===== src/core/ucs_pkg.sv =====
// constants and types shared by the line and modem status block
package ucs_pkg;
	// register offsets on the three-bit address
	localparam logic [2:0] OFS_RX_BUFFER     = 3'h0;
	localparam logic [2:0] OFS_IRQ_ENABLE    = 3'h1;
	localparam logic [2:0] OFS_IRQ_IDENT     = 3'h2;
	localparam logic [2:0] OFS_MODEM_CONTROL = 3'h4;
	localparam logic [2:0] OFS_LINE_STATUS   = 3'h5;
	localparam logic [2:0] OFS_MODEM_STATUS  = 3'h6;

	// line status field positions
	localparam int LS_DATA_READY = 0;
	localparam int LS_OVERRUN    = 1;
	localparam int LS_PARITY     = 2;
	localparam int LS_FRAMING    = 3;
	localparam int LS_BREAK      = 4;
	localparam int LS_HOLD_EMPTY = 5;
	localparam int LS_ALL_EMPTY  = 6;

	// modem control field positions
	localparam int MC_TERM_READY = 0;
	localparam int MC_REQ_SEND   = 1;
	localparam int MC_USER_A     = 2;
	localparam int MC_USER_B     = 3;
	localparam int MC_LOOP       = 4;

	// interrupt enable field positions
	localparam int IE_RX_DATA = 0;
	localparam int IE_TX_HOLD = 1;
	localparam int IE_RX_LINE = 2;
	localparam int IE_MODEM   = 3;

	// reset values
	localparam logic [4:0] MODEM_CONTROL_RST = 5'h00;
	localparam logic [3:0] IRQ_ENABLE_RST    = 4'h0;
	localparam logic [4:0] LINE_FLAGS_RST    = 5'h00;
	localparam logic [3:0] MODEM_DELTA_RST   = 4'h0;
	localparam logic       TX_HOLD_EMPTY_RST = 1'b1;

	// identification codes, highest priority first
	localparam logic [3:0] IRQ_ID_RX_LINE = 4'h6;
	localparam logic [3:0] IRQ_ID_RX_DATA = 4'h4;
	localparam logic [3:0] IRQ_ID_TX_HOLD = 4'h2;
	localparam logic [3:0] IRQ_ID_MODEM   = 4'h0;
	localparam logic [3:0] IRQ_ID_NONE    = 4'h1;

	// modem status, in register order from bit 7 downward
	typedef struct packed {
		logic carrier;
		logic ring;
		logic set_ready;
		logic clear_send;
	} ucs_modem_t;
endpackage


===== src/core/ucs_sticky.sv =====
// sticky flags with set deferred while a status read is in progress
`timescale 1ns/100ps
module ucs_sticky #(
	parameter int           W   = 4,
	parameter logic [W-1:0] RST = '0
) (
	input  wire logic         clk_i,
	input  wire logic         rst_i,
	input  wire logic [W-1:0] set_i,
	input  wire logic [W-1:0] clr_i,
	input  wire logic         hold_i,
	output logic      [W-1:0] flag_o,
	output logic      [W-1:0] pend_o
);
	logic [W-1:0] flag_q, flag_d;
	logic [W-1:0] pend_q, pend_d;

	always_comb begin
		if (hold_i) begin
			// a read is open: remember events, show them after it ends
			pend_d = pend_q | set_i;
			flag_d = flag_q;
		end else begin
			pend_d = '0;
			// set beats clear so a same-cycle event is not lost
			flag_d = (flag_q & ~clr_i) | set_i | pend_q;
		end
	end

	always_ff @(posedge clk_i) begin
		if (rst_i) begin
			flag_q <= RST;
			pend_q <= '0;
		end else begin
			flag_q <= flag_d;
			pend_q <= pend_d;
		end
	end

	assign flag_o = flag_q;
	assign pend_o = pend_q;
endmodule // ucs_sticky


===== src/core/ucs_line_modem.sv =====
// line status, modem control, modem status and interrupt identification
// Functional notes
// - data ready sets on receive-buffer load, clears on receive-buffer read
// - overrun sets when a load finds data ready still set; line status read clears
// - parity error sets on a bad-parity character; line status read clears
// - framing error sets on a zero stop bit; line status read clears
// - break flag sets on a break character; line status read clears
// - any receive error raises the top-priority interrupt when its enable is set
// - holding empty sets on move to shifter, clears on holding write only
// - enabled holding empty gives priority three; identification read clears it
// - transmitter empty only while holding and shifter both empty
// - line status bit seven always reads zero
// - modem control read/write; low four bits drive active-low pins
// - modem control upper three bits always read zero
// - loopback holds serial output at mark, feeds shifter output to receiver
// - loopback ignores modem inputs, routes controls inward, forces pins high
// - loopback modem interrupts come from control bits, still enable-gated
// - deltas set on input change, all clear on modem status read
// - upper modem status bits are the inverse of the active-low pins
// - enabled modem change raises the lowest, priority-four interrupt
// - loopback maps send request, terminal ready, user a, user b to status
// - ring delta sets only on ring pin going low to high
// - receiver flags and modem deltas set during their own status read wait until the strobe ends
// - receive error flags persist across clean characters until status read
`timescale 1ns/100ps
module ucs_line_modem (
	input  wire logic       clk_i,
	input  wire logic       rst_i,
	input  wire logic [2:0] addr_i,
	input  wire logic       rd_i,
	input  wire logic       wr_i,
	input  wire logic [7:0] wdata_i,
	input  wire logic       dlab_i,
	output logic      [7:0] rdata_o,
	input  wire logic [7:0] rx_data_i,
	input  wire logic       rx_char_done_i,
	input  wire logic       rx_parity_bad_i,
	input  wire logic       rx_stop_bad_i,
	input  wire logic       rx_break_i,
	input  wire logic       tx_hold_to_shift_i,
	input  wire logic       tx_shift_idle_i,
	input  wire logic       tx_shift_out_i,
	output logic            tx_hold_load_o,
	input  wire logic       serial_rx_pin_i,
	output logic            serial_tx_pin_o,
	output logic            rx_serial_o,
	input  wire logic       clear_send_n_i,
	input  wire logic       set_ready_n_i,
	input  wire logic       ring_n_i,
	input  wire logic       carrier_n_i,
	output logic            term_ready_n_o,
	output logic            req_send_n_o,
	output logic            user_output_a_n_o,
	output logic            user_output_b_n_o,
	output logic            irq_out_o
);
	logic [4:0]          modem_control_q, modem_control_d;
	logic [3:0]          irq_enable_reg_q, irq_enable_reg_d;
	logic                tx_hold_empty_q, tx_hold_empty_d;
	logic                tx_hold_empty_irq_q, tx_hold_empty_irq_d;
	ucs_pkg::ucs_modem_t stat_q, stat_d, stat_now;
	logic [7:0]          rdata_q, rdata_d;
	logic                rd_q, rd_d;
	logic                rb_rd_q, rb_rd_d;
	logic [2:0]          raddr_q, raddr_d;
	logic [4:0]          line_flags, line_pend, line_set, line_clr;
	logic [3:0]          delta, delta_pend, delta_set;
	logic                loop, ls_hold, ms_hold, ls_end, ms_end, rb_end, ii_end;
	logic                thr_wr, ier_wr, mcr_wr, rx_line_irq, tx_all_empty;
	logic [3:0]          irq_ident_reg;

	assign loop   = modem_control_q[ucs_pkg::MC_LOOP];
	assign thr_wr = wr_i && !dlab_i && addr_i == ucs_pkg::OFS_RX_BUFFER;
	assign ier_wr = wr_i && !dlab_i && addr_i == ucs_pkg::OFS_IRQ_ENABLE;
	assign mcr_wr = wr_i && addr_i == ucs_pkg::OFS_MODEM_CONTROL;
	assign ls_hold = rd_i && addr_i == ucs_pkg::OFS_LINE_STATUS;
	assign ms_hold = rd_i && addr_i == ucs_pkg::OFS_MODEM_STATUS;
	// clearing effects of a read act on its trailing edge
	assign ls_end = rd_q && !rd_i && raddr_q == ucs_pkg::OFS_LINE_STATUS;
	assign ms_end = rd_q && !rd_i && raddr_q == ucs_pkg::OFS_MODEM_STATUS;
	// dlab is taken with the strobe, so dropping it at the trailing edge cannot clear data ready
	assign rb_end = rb_rd_q && !rd_i;
	assign ii_end = rd_q && !rd_i && raddr_q == ucs_pkg::OFS_IRQ_IDENT;
	assign tx_hold_load_o = thr_wr;

	// receiver flags: errors only ever set by hardware, cleared by status read
	always_comb begin
		line_set = '0;
		line_set[ucs_pkg::LS_DATA_READY] = rx_char_done_i;
		line_set[ucs_pkg::LS_OVERRUN] = rx_char_done_i
			&& line_flags[ucs_pkg::LS_DATA_READY];
		line_set[ucs_pkg::LS_PARITY]  = rx_char_done_i && rx_parity_bad_i;
		line_set[ucs_pkg::LS_FRAMING] = rx_char_done_i && rx_stop_bad_i;
		line_set[ucs_pkg::LS_BREAK]   = rx_char_done_i && rx_break_i;
		line_clr = {{4{ls_end}}, 1'b0};
		line_clr[ucs_pkg::LS_DATA_READY] = rb_end;
	end

	ucs_sticky #(.W(5), .RST(ucs_pkg::LINE_FLAGS_RST)) u_line (
		.clk_i  (clk_i),
		.rst_i  (rst_i),
		.set_i  (line_set),
		.clr_i  (line_clr),
		.hold_i (ls_hold),
		.flag_o (line_flags),
		.pend_o (line_pend)
	);

	// modem inputs, replaced by the control bits in loopback
	always_comb begin
		if (loop) begin
			stat_now.clear_send = modem_control_q[ucs_pkg::MC_REQ_SEND];
			stat_now.set_ready  = modem_control_q[ucs_pkg::MC_TERM_READY];
			stat_now.ring       = modem_control_q[ucs_pkg::MC_USER_A];
			stat_now.carrier    = modem_control_q[ucs_pkg::MC_USER_B];
		end else begin
			stat_now.clear_send = !clear_send_n_i;
			stat_now.set_ready  = !set_ready_n_i;
			stat_now.ring       = !ring_n_i;
			stat_now.carrier    = !carrier_n_i;
		end
		stat_d = stat_now;
		delta_set[0] = stat_q.clear_send ^ stat_now.clear_send;
		delta_set[1] = stat_q.set_ready ^ stat_now.set_ready;
		// ring pin low to high is the status bit falling
		delta_set[2] = stat_q.ring && !stat_now.ring;
		delta_set[3] = stat_q.carrier ^ stat_now.carrier;
	end

	ucs_sticky #(.W(4), .RST(ucs_pkg::MODEM_DELTA_RST)) u_delta (
		.clk_i  (clk_i),
		.rst_i  (rst_i),
		.set_i  (delta_set),
		.clr_i  ({4{ms_end}}),
		.hold_i (ms_hold),
		.flag_o (delta),
		.pend_o (delta_pend)
	);

	assign tx_all_empty = tx_hold_empty_q && tx_shift_idle_i;
	assign rx_line_irq  = irq_enable_reg_q[ucs_pkg::IE_RX_LINE] && (|line_flags[4:1]);

	// fixed priority, lowest last; loopback deltas still pass the enable
	always_comb begin
		if (rx_line_irq)
			irq_ident_reg = ucs_pkg::IRQ_ID_RX_LINE;
		else if (irq_enable_reg_q[ucs_pkg::IE_RX_DATA] && line_flags[ucs_pkg::LS_DATA_READY])
			irq_ident_reg = ucs_pkg::IRQ_ID_RX_DATA;
		else if (irq_enable_reg_q[ucs_pkg::IE_TX_HOLD] && tx_hold_empty_irq_q)
			irq_ident_reg = ucs_pkg::IRQ_ID_TX_HOLD;
		else if (irq_enable_reg_q[ucs_pkg::IE_MODEM] && (|delta))
			irq_ident_reg = ucs_pkg::IRQ_ID_MODEM;
		else
			irq_ident_reg = ucs_pkg::IRQ_ID_NONE;
	end
	assign irq_out_o = irq_ident_reg != ucs_pkg::IRQ_ID_NONE;

	always_comb begin
		modem_control_d  = modem_control_q;
		irq_enable_reg_d = irq_enable_reg_q;
		tx_hold_empty_d  = tx_hold_empty_q;
		tx_hold_empty_irq_d       = tx_hold_empty_irq_q;
		rdata_d          = rdata_q;
		rd_d             = rd_i;
		rb_rd_d          = rd_i && !dlab_i && addr_i == ucs_pkg::OFS_RX_BUFFER;
		raddr_d          = rd_i ? addr_i : raddr_q;
		if (mcr_wr)
			modem_control_d = wdata_i[4:0];
		if (ier_wr)
			irq_enable_reg_d = wdata_i[3:0];
		if (thr_wr)
			tx_hold_empty_d = 1'b0;
		if (tx_hold_to_shift_i)
			tx_hold_empty_d = 1'b1;
		if (thr_wr || (ii_end && rdata_q[3:0] == ucs_pkg::IRQ_ID_TX_HOLD))
			tx_hold_empty_irq_d = 1'b0;
		// enabling the source while already empty raises it as well
		if (tx_hold_to_shift_i || (ier_wr && wdata_i[ucs_pkg::IE_TX_HOLD]
				&& !irq_enable_reg_q[ucs_pkg::IE_TX_HOLD] && tx_hold_empty_q))
			tx_hold_empty_irq_d = 1'b1;
		if (rd_i) begin
			case (addr_i)
				ucs_pkg::OFS_RX_BUFFER:
					rdata_d = dlab_i ? 8'h00 : rx_data_i;
				ucs_pkg::OFS_IRQ_ENABLE:
					rdata_d = dlab_i ? 8'h00 : {4'h0, irq_enable_reg_q};
				ucs_pkg::OFS_IRQ_IDENT:
					rdata_d = {4'h0, irq_ident_reg};
				ucs_pkg::OFS_MODEM_CONTROL:
					rdata_d = {3'h0, modem_control_q};
				ucs_pkg::OFS_LINE_STATUS:
					rdata_d = {1'b0, tx_all_empty, tx_hold_empty_q, line_flags};
				ucs_pkg::OFS_MODEM_STATUS:
					rdata_d = {stat_q, delta};
				default:
					rdata_d = 8'h00;
			endcase
		end
	end

	always_ff @(posedge clk_i) begin
		if (rst_i) begin
			modem_control_q  <= ucs_pkg::MODEM_CONTROL_RST;
			irq_enable_reg_q <= ucs_pkg::IRQ_ENABLE_RST;
			tx_hold_empty_q  <= ucs_pkg::TX_HOLD_EMPTY_RST;
			tx_hold_empty_irq_q       <= 1'b0;
			stat_q           <= '0;
			rdata_q          <= 8'h00;
			rd_q             <= 1'b0;
			rb_rd_q          <= 1'b0;
			raddr_q          <= 3'h0;
		end else begin
			modem_control_q  <= modem_control_d;
			irq_enable_reg_q <= irq_enable_reg_d;
			tx_hold_empty_q  <= tx_hold_empty_d;
			tx_hold_empty_irq_q       <= tx_hold_empty_irq_d;
			stat_q           <= stat_d;
			rdata_q          <= rdata_d;
			rd_q             <= rd_d;
			rb_rd_q          <= rb_rd_d;
			raddr_q          <= raddr_d;
		end
	end

	assign rdata_o           = rdata_q;
	assign serial_tx_pin_o   = loop ? 1'b1 : tx_shift_out_i;
	assign rx_serial_o       = loop ? tx_shift_out_i : serial_rx_pin_i;
	assign term_ready_n_o    = loop || !modem_control_q[ucs_pkg::MC_TERM_READY];
	assign req_send_n_o      = loop || !modem_control_q[ucs_pkg::MC_REQ_SEND];
	assign user_output_a_n_o = loop || !modem_control_q[ucs_pkg::MC_USER_A];
	assign user_output_b_n_o = loop || !modem_control_q[ucs_pkg::MC_USER_B];
endmodule // ucs_line_modem


===== config.mk =====
export PLATFORM = sky130hd
export DESIGN_NAME = ucs_line_modem
export DESIGN_NICKNAME = d
export VERILOG_FILES = /design/src/core/ucs_pkg.sv /design/src/core/ucs_sticky.sv /design/src/core/ucs_line_modem.sv
export SDC_FILE = /design/constraint.sdc
export NUM_CORES = 1
export LEC_CHECK = 0
export BUFFER_PORTS_ARGS = -buffer_cell sky130_fd_sc_hd__buf_4
export CAP_MARGIN = 20
export CELL_PAD_IN_SITES_DETAIL_PLACEMENT = 1
export CELL_PAD_IN_SITES_GLOBAL_PLACEMENT = 1
export CORE_MARGIN = 8
export CORE_UTILIZATION = 39
export DETAILED_ROUTE_END_ITERATION = 7
export PLACE_DENSITY_LB_ADDON = 0.1
export RECOVER_POWER = 100
export SYNTH_ARGS = -nofsm -noshare
export SYNTH_HDL_FRONTEND = slang
export SYNTH_SLANG_ARGS = --single-unit
export TNS_END_PERCENT = 5

===== constraint.sdc =====
create_clock -name clk_i -period 1.4 [get_ports clk_i]
set_input_delay 0.28 -clock clk_i [delete_from_list [all_inputs] [get_ports clk_i]]
set_output_delay 0.28 -clock clk_i [all_outputs]
set_load 0.02 [all_outputs]

==> results.yml, run 1 <==
setup_path:
  worstPathRequired_ps: 1120
  r2r_end: "rdata_o[1]"
  r2r_start: "u_line.flag_o[4]"
  reg2reg_depth: 10
  crit_path_start_kind: "flop"
  worstPathMaxFanout: 2
  endpoint_kind: "output port"
  critical_path_class: "flop to output port"
  ff2ff_setup_slack_ps: -220
  crit_arrival_ps: 1400
global_route:
  top_usage_layer: "met2"
  overflow: 0
  grt_pass1_wl_um: 11300
  grt_pass1_vias: 2358
  grtUsageMet3_pct: 4.99
  track_usage_pct: 16.8
  antenna_found_initial: 0
  grt_use_met1_pct: 19.9
  grt_start_max_net_pins: 22
  grtUsageMet2_pct: 28.1
pwr:
  power_w: 0.00272
  ir_drop_mv: 0.478
  p_leak_nw: 1.20
  power_per_cell_area_nw_per_um2: 918
die:
  ios: 52
  die_y_um: 90.7
  rows: 27
  die-area_um2: 8230
  start_util_pct: 40.1
  core_area_um2: 5440
  die_x_um: 90.7
logic_synthesis:
  synth-simple-area-share_pct: 27.6
  ys_ff_latch: 46
  avgSynthCellArea_um2: 8.71
  syn_area_um2: 2180
  synth_xor_area_share_pct: 0
  ys_async_sr_fraction_pct: 0
  synthCells: 250
  synth_fp_nets: 286
  synthAdderAreaFrac_pct: 0
  yosys_warnings: 0
  synth-compound-area-share_pct: 20.0
  synthFlopType: "dfxtp_1"
  muxShareOfSynthArea_pct: 5.57
  synth_cell_types: 47
  synth_top_family_by_area: "simple AND/OR/NAND/NOR gates"
  ys_seq_area_share_pct: 42.3
  synth_edf_count: 0
sta:
  setup_ws_ps: -281
  rsz0062_at_grt: "yes"
  report.final.slew_viol_count: 0
  finalClockSkew_ps: 6.44
  period_share_pct: 120
  post-route-min-period_ps: 1680
  maxSlewHeadroom_pct: 63.1
  max_freq_mhz: 595
  setup-violations-final: 11
  worstMarginPinSlew_ps: 548
  hold_viol: 0
  holdWs_ps: 166
job:
  maxCapViolations: 0
placed_design:
  dp_hpwl_um: 5270
  port_buffers: 48
  gp_congestion: 0.818
  dpl.cell_count: 385
final_layout:
  drive_above_1_share_pct: 28.8
  antenna_cells: 0
  final_nets: 361
  areaGrowthSynthToFinish_pct: 36.0
  finish.utilization_pct: 54.5
  stdcell_count: 398
clock_tree:
  cts-buffers-inserted: 5
  clock-sinks: 46
  clk_latency_ps: 310
  clkSlewWorstSetupHoldPaths_ps: 90
  htreeDepth: 2
  cts-root-buf: "clkbuf_8"
  clockBufferDepth: 2
  ctsHoldBuffers: 0
  cts_tree: "done"
route:
  final_antenna_net_count: 0
  drtIter0Drc: 90
  drcViolationCount: 0
  viasPerCell: 5.37
  dr.pass1.iters: 4
  wl_per_cell_um: 17.0
  vias: 2139
  wl_um: 6750
worst_hold_path:
  min_to: "tx_hold_empty_q"
  hp-start: "tx_hold_to_shift_i"
  hold_class: "input port to flop"
  hold_depth: 2
status:
  status: "complete, but fails checks"
  violations: "setup timing"
-- layout make-up --
class | instances | area, µm²
inverters | 3 | 11.3
well taps | 72 | 90.1
clock inverters | 2 | 12.5
flip-flops and latches | 46 | 925
multi-input cells | 185 | 1200
fillers | 657 | 2480
clock buffers | 6 | 82.6
repair buffers | 84 | 637
-- placed cells by master, fill, tap and decap left out, drive strengths merged, types with 4 or more instances in the layout --
cell type	netlist	routed
o21ai	7	7
mux2i	11	11
nand2	28	28
a31oi	7	7
o2bb2ai	5	5
nand3	9	9
nor2b	13	13
clkbuf	7	20
nor2	21	21
nor3	9	9
a21oi	17	17
nand2b	10	10
dfxtp	46	46
a22oi	5	5
buf	9	70
a21o	4	4
-- cells in the mapped netlist, types with 3 or more instances --
cell	instances	area, µm²
dfxtp_1	46	921
nand2_1	28	105
nor2_1	21	78.8
a21oi_1	17	85.1
nor2b_1	13	81.3
mux2i_1	11	110
nand2b_1	10	62.6
nand3_1	9	45.0
nor3_1	9	45.0
buf_2	8	40.0
a31oi_1	7	43.8
clkbuf_1	6	22.5
a22oi_1	5	37.5
o21ai_0	5	25.0
o2bb2ai_1	5	43.8
a21o_1	4	30.0
a222oi_1	3	30.0
inv_1	3	11.3
nand4_1	3	18.8
o21a_1	3	22.5
o31ai_1	3	22.5
-- per-stage QoR --
stage	setup TNS [ps]	area [µm²]	setup slack [ps]
global placement	-38.2	2800	-19.6
CTS	-785	3030	-276
finish	-2030	2960	-281
global route	-3820	2960	-328
detailed placement	-104	2800	-38.0
floorplan	-30.2	2180	-30.2
-- kinds of logic after synthesis --
kind of cell | count (synthesis)
buffers and inverters | 19
flip-flops | 46
AND/OR/NAND/NOR | 110
multiplexers | 12
AO/OA/AOI/OAI | 63
-- worst max-delay path by stage --
stage	startpoint	to	depth (start not counted)	slack, ps
2_1_floorplan	u_line.flag_o[2]	rdata_o[0]	4	-30
3_3_place_gp	addr_i[1]	rdata_o[5]	5	-20
3_5_place_dp	u_delta.flag_o[0]	irq_out_o	3	-40
4_1_cts	u_line.flag_o[4]	irq_out_o	3	-280
5_1_grt	u_line.flag_o[4]	irq_out_o	3	-330
6_report	u_line.flag_o[4]	irq_out_o	3	-280
-- worst max-delay path, stage by stage, from the launching register on --
cell and delay (ps):
dfxtp_2 350, o41ai_4 370, nand4_1 200, buf_6 180
-- per-layer routing --
| metal | up-vias | part of all wire (%) |
|---|---|---|
| li1 | 1052 | - |
| met1 | 1034 | 47 |
| met2 | 43 | 47 |
| met3 | 10 | 5.0 |
| met4 | 0 | 1.4 |
| met5 | - | 0 |
-- timing repair --
item                                    in CTS  in global routing
buffers inserted                             5                  0
endpoints found under the setup margin       8                 10
pin swaps                                    4                  2
resized for setup                           23                  1
-- power by group --
| part | switching (W) | internal, W |
|---|---|---|
| Sequential | 0.0000501 | 0.00136 |
| Combinational | 0.000213 | 0.000229 |
| Clock | 0.000469 | 0.000397 |
-- flip-flops by register name (all words and copies together) (netlist names), 3 cells and up --
signal            cells
rdata_o               8
modem_control_q       5
u_line.flag_o         5
u_line.pend_o         5
irq_enable_reg_q      4
stat_q                4
u_delta.flag_o        4
u_delta.pend_o        4
raddr_q               3
Power figures use the tool's default switching activity.
==> run 2, diff against run 1 <==
Settings changed: MAX_ROUTING_LAYER set to met4.
==> run 2 against run 1 <==
Compared with the run above: the run still ends with setup timing left; cell count unchanged; maximum frequency barely moved; sequential share of layout area is the same; count of clock-buffer cells in the layout unchanged; die area unchanged; sequential power about the same; setup slack about the same.
==> results.yml, run 2 (synthesis gave the netlist of run 1 again) <==
clock_tree:
  clk_latency_ps: 310
  cts_tree: "done"
  clkSlewWorstSetupHoldPaths_ps: 90
  clock-sinks: 46
  htreeDepth: 2
  clockBufferDepth: 2
  ctsHoldBuffers: 0
  cts-buffers-inserted: 5
  cts-root-buf: "clkbuf_8"
pwr:
  ir_drop_mv: 0.479
  power_per_cell_area_nw_per_um2: 918
  p_leak_nw: 1.20
  power_w: 0.00272
setup_path:
  endpoint_kind: "output port"
  worstPathMaxFanout: 2
  critical_path_class: "flop to output port"
  worstPathRequired_ps: 1120
  crit_path_start_kind: "flop"
  crit_arrival_ps: 1400
sta:
  rsz0062_at_grt: "yes"
  setup-violations-final: 11
  worstMarginPinSlew_ps: 546
  setup_ws_ps: -281
  finalClockSkew_ps: 6.10
  period_share_pct: 120
  post-route-min-period_ps: 1680
  hold_viol: 0
  max_freq_mhz: 595
  report.final.slew_viol_count: 0
  maxSlewHeadroom_pct: 63.3
  holdWs_ps: 167
global_route:
  overflow: 0
  track_usage_pct: 17.3
  grt_pass1_vias: 2358
  grt_pass1_wl_um: 11300
  antenna_found_initial: 0
  grt_start_max_net_pins: 22
final_layout:
  drive_above_1_share_pct: 28.8
  fillerInstances: 657
  areaGrowthSynthToFinish_pct: 36.0
  antenna_cells: 0
  final-seq-area_um2: 925
  final_cell_mix: "60 x buf_4, 43 x dfxtp_1, 27 x nand2_1"
  layout_commonest_cell: "buf_4"
  largest_reg_flops: 8
  final_nets: 361
  multi_input_area_um2: 1200
status:
  violations: "setup timing"
  status: "complete, but fails checks"
placed_design:
  dp_hpwl_um: 5270
  gp_congestion: 0.830
  port_buffers: 48
route:
  final_antenna_net_count: 0
  wl_um: 6770
  dr.pass1.iters: 4
  viasPerCell: 5.37
  drtIter0Drc: 73
  vias: 2139
  drcViolationCount: 0
  wl_per_cell_um: 17.0
die:
  rows: 27
  die_y_um: 90.7
  start_util_pct: 40.1
  die-area_um2: 8230
  die_x_um: 90.7
  ios: 52
  core_area_um2: 5440
worst_hold_path:
  hold_class: "input port to flop"
job:
  maxCapViolations: 0
[run 2: cell counts in the layout (fill, tap and decap cells not counted)]
No cell type changed its count.
[run 2: worst paths after layout]
check / from / endpoint / slack [ps] / cells past startpoint
worst max-delay path: u_line.flag_o[4] / irq_out_o / -280 / 3
worst min-delay path: tx_hold_to_shift_i / tx_hold_empty_q / 170 / 2
worst max register to register: u_line.flag_o[4] / rdata_o[1] / -220 / 10
worst min register to register: rdata_o[5] / rdata_o[5] / 470 / 2
[run 2: power by group]
part,internal (W),total (W),switching [W]
registers,0.00136,0.00141,0.0000502
clock network,0.000397,0.000868,0.000470
logic,0.000229,0.000442,0.000213
total,0.00199,0.00272,0.000734
[run 2: repair_timing]
| item | 4_1_cts | 5_1_grt |
|---|---|---|
| gates cloned | 0 | 0 |
| setup endpoints to repair | 8 | 10 |
| buffers inserted | 5 | 0 |
| hold endpoints to repair | 0 | 0 |
| resized for setup | 23 | 1 |
| pin swaps | 4 | 2 |
[run 2: cell type report]
class	count	area share (%)
Clock buffer	6	2.79
Clock inverter	2	0.422
Inverter	3	0.380
Multi-Input combinational cell	185	40.6
Sequential cell	46	31.2
Tap cell	72	3.04
Timing Repair Buffer	84	21.5
[run 2: stage by stage]
stage / setup TNS (ps) / util, % / area (µm²) / setup WS (ps) / instances
after global placement: -38.2 / 51.5 / 2800 / -19.6 / 385
after global routing: -3820 / 54.5 / 2960 / -328 / 398
after CTS: -785 / 55.8 / 3030 / -276 / 398
after detailed placement: -104 / 51.5 / 2800 / -38.0 / 385
after floorplan: -30.2 / - / 2180 / -30.2 / 250
final: -2020 / 54.5 / 2960 / -281 / 398
[run 2: critical path, cell delays in order (launching register included)]
cell	delay, ps
dfxtp_2	350
o41ai_4	370
nand4_1	200
buf_6	180
[run 2: per-layer routing]
metal  vias up  part of all wire (%)  GRT usage (%)
met5         -                     0              -
met4         0                   1.4           5.69
met3        10                   3.4           4.24
met2        45                    47           28.1
met1      1031                    49           20.4
li1       1053                     -              -
